$ cat config.mk
export PLATFORM = sky130hd
export DESIGN_NAME = smsp_top
export DESIGN_NICKNAME = d
export VERILOG_FILES = /design/src/smsp_pkg.sv /design/src/smsp_top.sv
export VERILOG_INCLUDE_DIRS = /design/src /design/src/src
export SDC_FILE = /design/constraint.sdc
export NUM_CORES = 1
export LEC_CHECK = 0
export ABC_AREA = 1
export BUFFER_PORTS_ARGS = -buffer_cell sky130_fd_sc_hd__buf_2
export CAP_MARGIN = 20
export CORE_ASPECT_RATIO = 0.8
export CORE_UTILIZATION = 30
export CTS_BUF_LIST = sky130_fd_sc_hd__clkbuf_8 sky130_fd_sc_hd__clkbuf_16
export CTS_CLUSTER_DIAMETER = 30
export DETAILED_ROUTE_END_ITERATION = 6
export GPL_TIMING_DRIVEN = 0
export MAX_ROUTING_LAYER = met4
export PLACE_DENSITY = 0.46
export SLEW_MARGIN = 0
export SYNTH_ARGS = -nofsm -noshare
export SYNTH_HDL_FRONTEND = slang
export SYNTH_SLANG_ARGS = --single-unit
$ cat constraint.sdc
create_clock -name clk -period 2.75 [get_ports clk]
set_input_delay 0.55 -clock clk [delete_from_list [all_inputs] [get_ports clk]]
set_output_delay 0.55 -clock clk [all_outputs]
set_load 0.005 [all_outputs]
$ cat src/smsp_consts.svh
// timing counts and widths for the switch monitor serial port
`ifndef SMSP_CONSTS_SVH
`define SMSP_CONSTS_SVH
`define SMSP_CLK_NS 10
`define SMSP_NCH 24
`define SMSP_WORD_BITS 48
`define SMSP_WORD_MSB 47
`define SMSP_DEGLITCH_NOM_US 50
`define SMSP_DEGLITCH_CYC ((`SMSP_DEGLITCH_NOM_US * 1000) / `SMSP_CLK_NS)
`define SMSP_BLANK_MS 1
`define SMSP_BLANK_CYC ((`SMSP_BLANK_MS * 1000000) / `SMSP_CLK_NS)
`define SMSP_START_TYP_US 100
`define SMSP_START_CYC ((`SMSP_START_TYP_US * 1000) / `SMSP_CLK_NS)
`define SMSP_POLL_PERIOD_CYC 32'd6400000
`define SMSP_POLL_ACT_CYC 32'd100000
`define SMSP_CTR_W 32
`define SMSP_ENABLE_RST 24'h000000
`endif

$ cat src/smsp_pkg.sv
// types shared by the switch monitor serial port
package smsp_pkg;
    typedef enum logic [1:0] {
        SMSP_OFF,
        SMSP_STARTING,
        SMSP_BLANKING,
        SMSP_RUN
    } smsp_mode_e;

    // word handed from the serial side to the configuration side
    typedef struct packed {
        logic [23:0] enables;
        logic [23:0] spare;
    } smsp_word_s;
endpackage : smsp_pkg

$ cat src/smsp_top.sv
// serial host port and alert logic of a 24-input switch monitor
//
// Overview of operation
// RULE1: shifting happens only while chip select is low, the serial clock is ignored otherwise.
// RULE2: with chip select low the input bit is captured on each falling serial clock edge.
// RULE3: with chip select low the next output bit is driven on each rising serial clock edge.
// RULE4: the serial output is released to high impedance while chip select is high.
// RULE5: the shifted word takes effect only on the rising edge of chip select.
// RULE6: devices chain by feeding serial output to the next serial input, bits pass through each register.
// RULE7: the open-drain alert pulls low when an enabled switch input changes state.
// RULE8: the alert is also pulled low on over-temperature regardless of the enables.
// RULE9: above the supply limit the wetting current is off and the inputs are not monitored.
// RULE10: after the supply returns a 1 ms blanking interval precedes resumed polling.
// RULE11: after leaving shutdown normal operation resumes within 1 ms, typically 0.1 ms.
// RULE12: polling period and active time stay within 20 percent of their programmed values.
// RULE13: the controller drives shutdown low to stop and high to run.
// RULE14: each input has its own alert enable written serially, all disabled after reset.
// RULE15: switch transitions are deglitched for about 50 us before counting as a change.
// RULE16: the master changes its data on rising edges so it is stable at falling edges.
`include "smsp_consts.svh"
`timescale 1ns/100ps
`default_nettype none

module smsp_top (
    input wire logic clk, // 100 MHz system clock
    input wire logic reset, // synchronous, active high
    input wire logic sclk, // serial clock pin
    input wire logic cs_n, // chip select pin, active low
    input wire logic sdi, // serial data in pin
    output logic sdo_o, // serial data out value
    output logic sdo_oe, // serial data out enable
    input wire logic shutdown_n, // shutdown pin, low stops the block
    input wire logic over_voltage, // battery_supply above limit comparator
    input wire logic over_temp, // over-temperature comparator
    input wire logic [23:0] switch_inputs, // switch comparator levels
    output logic alert_o, // alert pin value, always low
    output logic alert_oe, // alert pin pulls low while high
    output logic wetting_en, // wetting current source enable
    output logic poll_active, // polling active window
    output logic [23:0] switch_state, // deglitched switch levels
    output logic word_valid, // captured word available
    input wire logic word_ready, // sink takes captured word
    output logic [47:0] word_data // captured word
);
    // ==========================================================
    // pin synchronisers
    logic [1:0] sclk_s_r, sclk_s_nxt, cs_s_r, cs_s_nxt, sdi_s_r, sdi_s_nxt, sd_s_r, sd_s_nxt;
    logic [1:0] ov_s_r, ov_s_nxt, ot_s_r, ot_s_nxt;
    logic [23:0] sw_m_r, sw_m_nxt, sw_s_r, sw_s_nxt;
    logic sclk_d_r, sclk_d_nxt, cs_d_r, cs_d_nxt;
    // two flip-flops on every pin, then one history stage for edges
    always_comb begin
        sclk_s_nxt = {sclk_s_r[0], sclk};
        cs_s_nxt = {cs_s_r[0], cs_n};
        sdi_s_nxt = {sdi_s_r[0], sdi};
        sd_s_nxt = {sd_s_r[0], shutdown_n};
        ov_s_nxt = {ov_s_r[0], over_voltage};
        ot_s_nxt = {ot_s_r[0], over_temp};
        sw_m_nxt = switch_inputs;
        sw_s_nxt = sw_m_r;
        sclk_d_nxt = sclk_s_r[1];
        cs_d_nxt = cs_s_r[1];
    end

    always_ff @(posedge clk) begin
        if (reset) begin
            sclk_s_r <= 2'h0;
            cs_s_r <= 2'h3;
            sdi_s_r <= 2'h0;
            sd_s_r <= 2'h0;
            ov_s_r <= 2'h0;
            ot_s_r <= 2'h0;
            sw_m_r <= 24'h000000;
            sw_s_r <= 24'h000000;
            sclk_d_r <= 1'b0;
            cs_d_r <= 1'b1;
        end else begin
            sclk_s_r <= sclk_s_nxt;
            cs_s_r <= cs_s_nxt;
            sdi_s_r <= sdi_s_nxt;
            sd_s_r <= sd_s_nxt;
            ov_s_r <= ov_s_nxt;
            ot_s_r <= ot_s_nxt;
            sw_m_r <= sw_m_nxt;
            sw_s_r <= sw_s_nxt;
            sclk_d_r <= sclk_d_nxt;
            cs_d_r <= cs_d_nxt;
        end
    end

    logic cs_low, sclk_rise, sclk_fall, cs_rise, over_temp_s;
    assign over_temp_s = ot_s_r[1]; // synced over-temperature level
    assign cs_low = ~cs_s_r[1];
    assign sclk_rise = sclk_s_r[1] & ~sclk_d_r;
    assign sclk_fall = ~sclk_s_r[1] & sclk_d_r;
    assign cs_rise = cs_s_r[1] & ~cs_d_r;

    // ==========================================================
    // serial shift register
    logic [47:0] shift_r, shift_nxt, status_r, status_nxt;
    logic sdo_r, sdo_nxt, load_r, load_nxt;
    logic buf_in_ready;
    // load status at frame start, then shift; msb goes out first
    always_comb begin
        shift_nxt = shift_r;
        sdo_nxt = sdo_r;
        load_nxt = load_r;
        status_nxt = status_r;
        if (!cs_low) begin
            load_nxt = 1'b1;
        // RULE1: shift only inside a frame
        end else if (load_r) begin
            shift_nxt = status_r;
            sdo_nxt = status_r[`SMSP_WORD_MSB];
            load_nxt = 1'b0;
        // RULE2: sample on falling edge
        end else if (sclk_fall) begin
            // RULE6: bits pass straight through for chaining
            shift_nxt = {shift_r[`SMSP_WORD_MSB-1:0], sdi_s_r[1]};
        // RULE3: next bit out on rising edge
        end else if (sclk_rise) begin
            sdo_nxt = shift_r[`SMSP_WORD_MSB];
        end
        if (!cs_low) begin
            status_nxt = {switch_state, 23'h000000, over_temp_s};
        end
    end

    always_ff @(posedge clk) begin
        if (reset) begin
            shift_r <= 48'h000000000000;
            sdo_r <= 1'b0;
            load_r <= 1'b1;
            status_r <= 48'h000000000000;
        end else begin
            shift_r <= shift_nxt;
            sdo_r <= sdo_nxt;
            load_r <= load_nxt;
            status_r <= status_nxt;
        end
    end

    // RULE4: release the line outside a frame
    assign sdo_o = sdo_r;
    assign sdo_oe = cs_low;

    // ==========================================================
    // two-entry word buffer
    smsp_pkg::smsp_word_s buf_r [2];
    smsp_pkg::smsp_word_s buf_nxt [2];
    logic [1:0] cnt_r, cnt_nxt;
    logic push, pop;
    // RULE5: word committed on chip select rising edge
    assign push = cs_rise & buf_in_ready;
    assign pop = word_valid & word_ready;
    assign buf_in_ready = (cnt_r != 2'h2);
    assign word_valid = (cnt_r != 2'h0);
    assign word_data = buf_r[0];

    // queue in slot order; a pop shifts slot 1 down
    always_comb begin
        buf_nxt[0] = buf_r[0];
        buf_nxt[1] = buf_r[1];
        cnt_nxt = cnt_r;
        if (pop) begin
            buf_nxt[0] = buf_r[1];
            cnt_nxt = cnt_r - 2'h1;
        end
        if (push) begin
            buf_nxt[cnt_nxt[0]] = shift_r;
            cnt_nxt = cnt_nxt + 2'h1;
        end
    end

    always_ff @(posedge clk) begin
        if (reset) begin
            buf_r[0] <= 48'h000000000000;
            buf_r[1] <= 48'h000000000000;
            cnt_r <= 2'h0;
        end else begin
            buf_r[0] <= buf_nxt[0];
            buf_r[1] <= buf_nxt[1];
            cnt_r <= cnt_nxt;
        end
    end

    // ==========================================================
    // alert enables
    logic [23:0] enables_r, enables_nxt;
    // RULE14: enables load from each committed word, cleared at reset
    always_comb begin
        enables_nxt = enables_r;
        if (push) begin
            enables_nxt = shift_r[`SMSP_WORD_MSB -: `SMSP_NCH];
        end
    end

    always_ff @(posedge clk) begin
        if (reset) begin
            enables_r <= `SMSP_ENABLE_RST;
        end else begin
            enables_r <= enables_nxt;
        end
    end

    // ==========================================================
    // operating mode and polling timers
    smsp_pkg::smsp_mode_e mode_r, mode_nxt;
    logic [31:0] tmr_r, tmr_nxt, poll_r, poll_nxt;
    logic monitoring;
    // startup and blanking delays, then run
    always_comb begin
        mode_nxt = mode_r;
        tmr_nxt = tmr_r + 32'h1;
        // RULE13: shutdown pin low stops the block
        if (!sd_s_r[1]) begin
            mode_nxt = smsp_pkg::SMSP_OFF;
            tmr_nxt = 32'h0;
        // RULE9: supply over limit stops monitoring
        end else if (ov_s_r[1]) begin
            mode_nxt = smsp_pkg::SMSP_BLANKING;
            tmr_nxt = 32'h0;
        end else begin
            case (mode_r)
                smsp_pkg::SMSP_OFF: begin
                    mode_nxt = smsp_pkg::SMSP_STARTING;
                    tmr_nxt = 32'h0;
                end
                // RULE11: resume after typical start delay
                smsp_pkg::SMSP_STARTING: begin
                    if (tmr_r >= 32'(`SMSP_START_CYC - 1)) begin
                        mode_nxt = smsp_pkg::SMSP_RUN;
                        tmr_nxt = 32'h0;
                    end
                end
                // RULE10: blanking before polling resumes
                smsp_pkg::SMSP_BLANKING: begin
                    if (tmr_r >= 32'(`SMSP_BLANK_CYC - 1)) begin
                        mode_nxt = smsp_pkg::SMSP_RUN;
                        tmr_nxt = 32'h0;
                    end
                end
                default: begin
                    tmr_nxt = 32'h0;
                end
            endcase
        end
    end

    // RULE12: exact crystal-derived counts sit well inside tolerance
    always_comb begin
        poll_nxt = 32'h0;
        if (mode_r == smsp_pkg::SMSP_RUN && poll_r < `SMSP_POLL_PERIOD_CYC - 32'h1) begin
            poll_nxt = poll_r + 32'h1;
        end
    end

    always_ff @(posedge clk) begin
        if (reset) begin
            mode_r <= smsp_pkg::SMSP_OFF;
            tmr_r <= 32'h0;
            poll_r <= 32'h0;
        end else begin
            mode_r <= mode_nxt;
            tmr_r <= tmr_nxt;
            poll_r <= poll_nxt;
        end
    end

    assign monitoring = (mode_r == smsp_pkg::SMSP_RUN);
    assign poll_active = monitoring && (poll_r < `SMSP_POLL_ACT_CYC);
    assign wetting_en = poll_active;

    // ==========================================================
    // deglitch and change detect, one filter per channel
    logic [23:0] change;
    genvar g;
    generate
        for (g = 0; g < `SMSP_NCH; g = g + 1) begin : g_ch
            logic [12:0] flt_r, flt_nxt;
            logic st_r, st_nxt, chg;
            // RULE15: level must hold for the filter time
            always_comb begin
                flt_nxt = 13'h0;
                st_nxt = st_r;
                chg = 1'b0;
                if (monitoring && sw_s_r[g] != st_r) begin
                    flt_nxt = flt_r + 13'h1;
                    if (flt_r >= 13'(`SMSP_DEGLITCH_CYC - 1)) begin
                        st_nxt = sw_s_r[g];
                        flt_nxt = 13'h0;
                        chg = 1'b1;
                    end
                end
            end
            always_ff @(posedge clk) begin
                if (reset) begin
                    flt_r <= 13'h0;
                    st_r <= 1'b0;
                end else begin
                    flt_r <= flt_nxt;
                    st_r <= st_nxt;
                end
            end
            assign switch_state[g] = st_r;
            assign change[g] = chg;
        end
    endgenerate

    // ==========================================================
    // alert latch
    logic pend_r, pend_nxt;
    // RULE7: enabled change latches the alert, set wins over the clear
    always_comb begin
        pend_nxt = pend_r;
        if (push) begin
            pend_nxt = 1'b0;
        end
        if (|(change & enables_r)) begin
            pend_nxt = 1'b1;
        end
    end

    always_ff @(posedge clk) begin
        if (reset) begin
            pend_r <= 1'b0;
        end else begin
            pend_r <= pend_nxt;
        end
    end

    // RULE8: over-temperature pulls the alert regardless of enables
    assign alert_oe = pend_r | over_temp_s;
    assign alert_o = 1'b0;
endmodule : smsp_top

`default_nettype wire

==> flow_metrics.py, run 1 <==
metrics = {
    "floorplanning": {
        "pin_count": 112,
        "dieArea_um2": 95370,
        "die_x_um": 345.0,
        "initial_core_util_pct": 30.34,
        "core_um2": 93090,
        "std_cell_rows": 100,
        "dieHeight_um": 276.4,
    },
    "finish": {
        "fillers": 9710,
        "drive_gt1_share_pct": 14.84,
        "area_growth_syn_to_layout_pct": 26.70,
        "regArea_um2": 13240,
        "multi_input_area_um2": 12390,
        "finish.net_count": 4033,
        "final_common_cell": "dfxtp_1",
        "layout_common_cells": "659 x dfxtp_1, 616 x nor2_1, 486 x nand2_1",
    },
    "clock_tree": {
        "clk_path_buf_depth": 3,
        "cts_tree": "done",
        "clock-sinks": 661,
        "cts-root-buf": "clkbuf_16",
        "clk_latency_ns": 0.73,
        "clk_pin_slew_worst_paths_ns": 0.05,
        "htree_levels": 4,
        "cts-buffers-inserted": 149,
    },
    "timing": {
        "tightestPinTransition_ns": 1.085,
        "hold_violations": 0,
        "relSlewSlack_pct": 27.65,
        "period_needed_ns": 2.599,
        "finalMaxSlewViolations": 0,
        "setup_viol": 0,
        "skew_ns": 0.04376,
        "fin_setup_tns_ns": 0,
        "hold_slack_ns": 0.04699,
        "rsz0062_at_grt": "no",
        "period_share_pct": 94.52,
        "fmax_ghz": 0.3847,
    },
    "logic_synthesis": {
        "syn_inst": 3679,
        "ys_seq_elements": 661,
        "synth_flop_cell": "dfxtp_1",
        "synth_cell_types": 53,
        "syn_avg_cell_area_um2": 7.676,
        "synth_seq_area_share_pct": 46.86,
        "async_flop_share_pct": 0,
        "syn_area_um2": 28240,
        "synth_edf_count": 0,
        "yosys_warnings": 0,
    },
    "grt": {
        "grt_overflow": 0,
        "grt_max_degree": 17,
        "first_global_vias": 22240,
        "antenna_found_initial": 2,
        "grt_usage_pct": 16.12,
        "grt_pass1_wl_um": 119200,
    },
    "setup_path": {
        "reg2reg_from": "cnt_r[0]",
        "critPathMaxFanout": 10,
        "reg2reg_slack_ns": 0.15,
        "critPathKind": "flip-flop to flip-flop",
        "crit_arrival_ns": 3.19,
        "worstPathRequired_ns": 3.34,
        "endpoint_kind": "flip-flop",
        "start_kind": "flip-flop",
        "reg2reg_depth": 10,
    },
    "drt": {
        "via_count": 23630,
        "wl_per_cell_um": 14.10,
        "wirelength_um": 74950,
        "via_per_inst": 4.445,
        "first_iter_violations": 1234,
        "ant_nets": 0,
        "drc_errors": 0,
        "first_pass_iters": 7,
    },
    "worst_hold_path": {
        "hp-start": "cs_n",
        "whs_path_depth": 2,
        "whs_endpoint": "cs_s_r[0]",
        "hold_class": "input pin to flip-flop",
    },
    "status": {
        "status": "finished, final reports clean",
    },
    "place": {
        "gp_congestion": 0.8272,
        "port_buffers": 109,
        "dpl.hpwl_um": 53910,
    },
    "power": {
        "powerDensity_nw_per_um2": 825.3,
        "vdd.ir_drop.worst_mv": 0.6092,
        "leakage_nw": 13.78,
    },
    "job": {
        "drv_cap": 0,
    },
}
[registers in the layout (all words and copies together), names as in the netlist, 24 cells and up, named ones only]
name,cells
sw_m_r,24
poll_r,32
g_ch.flt_r,312
status_r,25
tmr_r,32
shift_r,48
g_ch.st_r,24
sw_s_r,24
buf_r,48
enables_r,24
[how the worst max path moves through the flow]
stage	from	end	slack [ns]	depth (start not counted)
3_5_place_dp	cnt_r[0]	flip-flop	-0.49	10
3_3_place_gp	cnt_r[0]	flip-flop	-0.47	10
2_1_floorplan	cnt_r[0]	flip-flop	0.56	8
6_report	cnt_r[0]	flip-flop	0.15	10
5_1_grt	mode_r[1]	g_ch[18].flt_r[4]	0.003	7
4_1_cts	mode_r[0]	wetting_en	-0.002	8
[kinds of logic (layout without fill, tap and decap cells)]
family	after synthesis	after routing	share of synthesized area, %
xor+xnor	141	141	4.440
compound gates	596	596	11.25
buf+inv	635	1023	9.694
mux	48	48	1.914
flops	661	661	46.86
other cells	1	26	0.01328
fa+ha+maj	33	33	1.462
simple gates	1564	1564	24.37
[critical path: stages, from the launching register on]
cell	delay, ns
dfxtp_1	0.42
inv_1	0.10
ha_1	0.22
inv_2	0.12
nand2_2	0.20
xor2_4	0.24
inv_2	0.21
ha_2	0.32
clkbuf_4	0.26
buf_2	0.28
a21oi_1	0.10
[Yosys cell counts, drive strengths merged, types with 7 or more instances]
master,n,area share (%)
and3,7,0.16
xnor2,46,1.4
nor4,20,0.52
inv,445,5.9
nor2,623,8.4
a31oi,35,0.78
o21a,12,0.32
nand3b,14,0.42
nand2,493,6.6
a211oi,26,0.69
buf,124,2.9
nor3,95,1.9
clkbuf,66,0.88
nand4,39,0.86
xor2,95,3.0
dfxtp,661,47
o221ai,7,0.22
nor3b,51,1.4
or2,21,0.47
nand3,198,3.6
a21oi,277,4.9
o21ai,228,4.0
ha,33,1.5
mux2,48,1.9
[final cells by class]
class                      count  area share (%)
sequential                   661           37.00
multi-input combinational   2407           34.62
clock buffer                 169           11.22
inverter                     445           4.682
tap                         1224           4.280
clock inverter               106           3.437
buffer                       189           3.088
timing repair buffer         114           1.658
antenna                        1        0.006994
[layer usage]
layer  share of wire (%)  GRT usage (%)
met1                  51          22.01
met2                  41          22.75
met3                 4.8          3.774
met4                 2.8          6.376
met5                   0              -
[per-stage QoR]
step / worst slack (ns) / std cells / total power [W] / instance area (um^2) / util (%)
2_1_floorplan: 0.5619 / 3703 / 0.01099 / 28330 / -
5_1_grt: 0.002630 / 5316 / 0.03063 / 35780 / 38.44
6_report: 0.1507 / 5316 / 0.02953 / 35780 / 38.44
4_1_cts: -0.002224 / 5314 / 0.02994 / 35750 / 38.41
3_3_place_gp: -0.4652 / 5036 / 0.01155 / 30410 / 32.66
3_5_place_dp: -0.4856 / 5037 / 0.01156 / 30420 / 32.68
[what timing repair did]
item | CTS | global route
pin swaps | 1 | 3
setup endpoints to repair | 74 | 48
hold buffers | 1 | 0
resized for setup | 26 | 7
buffers inserted | 1 | 2
endpoints found under the hold margin | 1 | 0
[report_power, final]
group / total (W) / switching (W) / internal, W / leakage, nW
Combinational: 0.00141 / 0.000883 / 0.000529 / 5.83
Sequential: 0.0100 / 0.000148 / 0.00985 / 5.36
Clock: 0.0181 / 0.00584 / 0.0123 / 2.60
Total: 0.0295 / 0.00687 / 0.0227 / 13.8
Power figures use the tool's default switching activity.
==> run 2, diff against run 1 <==
--- a/config.mk
+++ b/config.mk
@@ -7,9 +7,10 @@
 export NUM_CORES = 1
 export LEC_CHECK = 0
 export ABC_AREA = 1
-export BUFFER_PORTS_ARGS = -buffer_cell sky130_fd_sc_hd__buf_2
+export BUFFER_PORTS_ARGS = -buffer_cell sky130_fd_sc_hd__clkbuf_2
 export CAP_MARGIN = 20
 export CORE_ASPECT_RATIO = 0.8
+export CORE_MARGIN = 5
 export CORE_UTILIZATION = 30
 export CTS_BUF_LIST = sky130_fd_sc_hd__clkbuf_8 sky130_fd_sc_hd__clkbuf_16
 export CTS_CLUSTER_DIAMETER = 30
==> flow_metrics.py, run 2 (synthesized netlist as in run 1, its figures left out) <==
metrics = {
    "setup_path": {
        "reg2reg_slack_ns": 0.14,
        "cpMaxStageDelayCell": "dfxtp_1",
        "start_kind": "flip-flop",
        "crit_arrival_ns": 2.08,
        "crit_chain": "ha_1 > inv_4 > nor3_1 > nand3_1 > a21oi_2 > buf_4 > clkbuf_2",
        "crit_family": "flip-flops",
        "reg2reg_from": "cnt_r[0]",
        "worstPathRequired_ns": 2.20,
        "critPathMaxFanout": 14,
        "cp_num_cells": 7,
        "endpoint_kind": "output pin",
        "reg2reg_depth": 10,
        "critPathKind": "flip-flop to output pin",
        "critPathLaunch": "mode_r[0]",
        "critPathMaxStageDelay_ns": 0.36,
        "worst-path-buf-inv": 3,
    },
    "floorplanning": {
        "dieArea_um2": 100400,
        "die_x_um": 353.0,
        "pin_count": 112,
        "initial_core_util_pct": 30.30,
        "core_um2": 93210,
        "std_cell_rows": 100,
        "dieHeight_um": 284.4,
    },
    "timing": {
        "fin_setup_tns_ns": 0,
        "period_needed_ns": 2.627,
        "finalMaxSlewViolations": 0,
        "period_share_pct": 95.54,
        "tightestPinTransition_ns": 1.030,
        "hold_slack_ns": 0.05118,
        "skew_ns": 0.04760,
        "setup_viol": 0,
        "rsz0062_at_grt": "no",
        "hold_violations": 0,
        "relSlewSlack_pct": 31.34,
        "fmax_ghz": 0.3806,
    },
    "finish": {
        "largestRegisters": "g_ch.flt_r: 312 flops, buf_r: 48 flops, shift_r: 48 flops",
        "drive_gt1_share_pct": 14.90,
        "layout_common_cells": "660 x dfxtp_1, 616 x nor2_1, 486 x nand2_1",
        "design_area_um2": 35760,
        "final_common_cell": "dfxtp_1",
        "top_register": "g_ch.flt_r",
        "fillers": 9556,
        "largest_reg_flops": 312,
        "finish.net_count": 4036,
        "area_growth_syn_to_layout_pct": 26.65,
    },
    "drt": {
        "ant_nets": 0,
        "wl_per_cell_um": 14.28,
        "first_iter_violations": 1371,
        "wirelength_um": 75990,
        "first_pass_iters": 7,
        "via_count": 23690,
        "via_per_inst": 4.451,
        "drc_errors": 4,
    },
    "clock_tree": {
        "htree_levels": 4,
        "cts-root-buf": "clkbuf_16",
        "clock-sinks": 661,
        "cts_tree": "done",
        "clk_path_buf_depth": 3,
        "cts-buffers-inserted": 149,
        "clk_latency_ns": 0.72,
        "clk_pin_slew_worst_paths_ns": 0.05,
    },
    "worst_hold_path": {
        "whs_path_depth": 3,
        "hp-start": "switch_inputs[22]",
        "hold_class": "input pin to flip-flop",
        "whs_endpoint": "sw_m_r[22]",
    },
    "power": {
        "leakage_nw": 13.69,
        "vdd.ir_drop.worst_mv": 0.5853,
        "powerDensity_nw_per_um2": 821.2,
    },
    "place": {
        "port_buffers": 109,
        "placed_area_um2": 30450,
        "gp_congestion": 0.8270,
        "dpl.hpwl_um": 54630,
    },
    "job": {
        "drv_cap": 0,
    },
    "grt": {
        "grt_overflow": 0,
        "grt_pass1_wl_um": 120800,
        "antenna_found_initial": 4,
        "grt_max_degree": 17,
        "first_global_vias": 22280,
        "grt_usage_pct": 15.33,
    },
    "status": {
        "status": "finished with violations",
        "violations": "DRC",
    },
}
run 2: changes by cell type in the layout (fill, tap and decap cells not counted), moves of 3 or more:
cell and delta:
inv_1 -7, clkinv_2 +5, clkbuf_2 +110, clkinv_16 +3, buf_2 -109, bufinv_16 -5, clkinv_4 +3, dlygate4sd3_1 +4
run 2: worst max path at each step:
stage | end | slack, ns
2_1_floorplan | flip-flop | 0.56
3_3_place_gp | flip-flop | -0.42
3_5_place_dp | flip-flop | -0.41
4_1_cts | flip-flop | 0.009
5_1_grt | wetting_en | 0.001
6_report | wetting_en | 0.12
run 2: area by class of cell:
class | instances | area, um^2 | share of cell area [%]
Timing Repair Buffer | 117 | 645.6 | 1.805
Buffer | 189 | 1085 | 3.033
Clock inverter | 107 | 1219 | 3.408
Clock buffer | 169 | 4004 | 11.20
Inverter | 445 | 1673 | 4.677
Antenna cell | 3 | 7.507 | 0.02099
Multi-Input combinational cell | 2407 | 12370 | 34.58
Tap cell | 1224 | 1531 | 4.282
Sequential cell | 661 | 13230 | 37.00
run 2: timing repair:
| action | in CTS | in global routing |
|---|---|---|
| pin swaps | 0 | 1 |
| hold buffers | 5 | 0 |
| setup endpoints to repair | 44 | 49 |
| gates resized for setup | 12 | 11 |
| buffers inserted | 0 | 1 |
| hold endpoints to repair | 5 | 0 |
run 2: report_power, final:
part           switching (W)  internal (W)  total (W)
sequential          0.000147       0.00985     0.0100
combinational       0.000883      0.000534    0.00142
clock                0.00608        0.0119     0.0180
total                0.00711        0.0223     0.0294
run 2: through the flow:
step	instances	utilization [%]	total power [W]	worst slack, ns
after global routing	5322	38.37	0.03045	0.001035
final	5322	38.37	0.02937	0.1227
after detailed placement	5038	32.67	0.01156	-0.4095
after CTS	5318	38.34	0.02978	0.009071
after global placement	5036	32.62	0.01156	-0.4203
after floorplan	3703	-	0.01099	0.5619
run 2: routing by layer:
metal	part of all wire (%)	vias up	global-route usage [%]
li1	-	12470	-
met1	51	10680	21.33
met2	42	412	21.99
met3	4.9	124	3.410
met4	2.2	0	5.123
met5	0	-	-
run 2: worst reg2reg max path: cells and delay by family (launching register included):
family	cells	cell delay, ns
DFF	1	0.41
adders and majority gates	2	0.55
and+or+nand+nor	1	0.19
AOI/OAI and AO/OA	1	0.11
xor gates and xnor gates	1	0.24
buffers and inverters	5	0.99
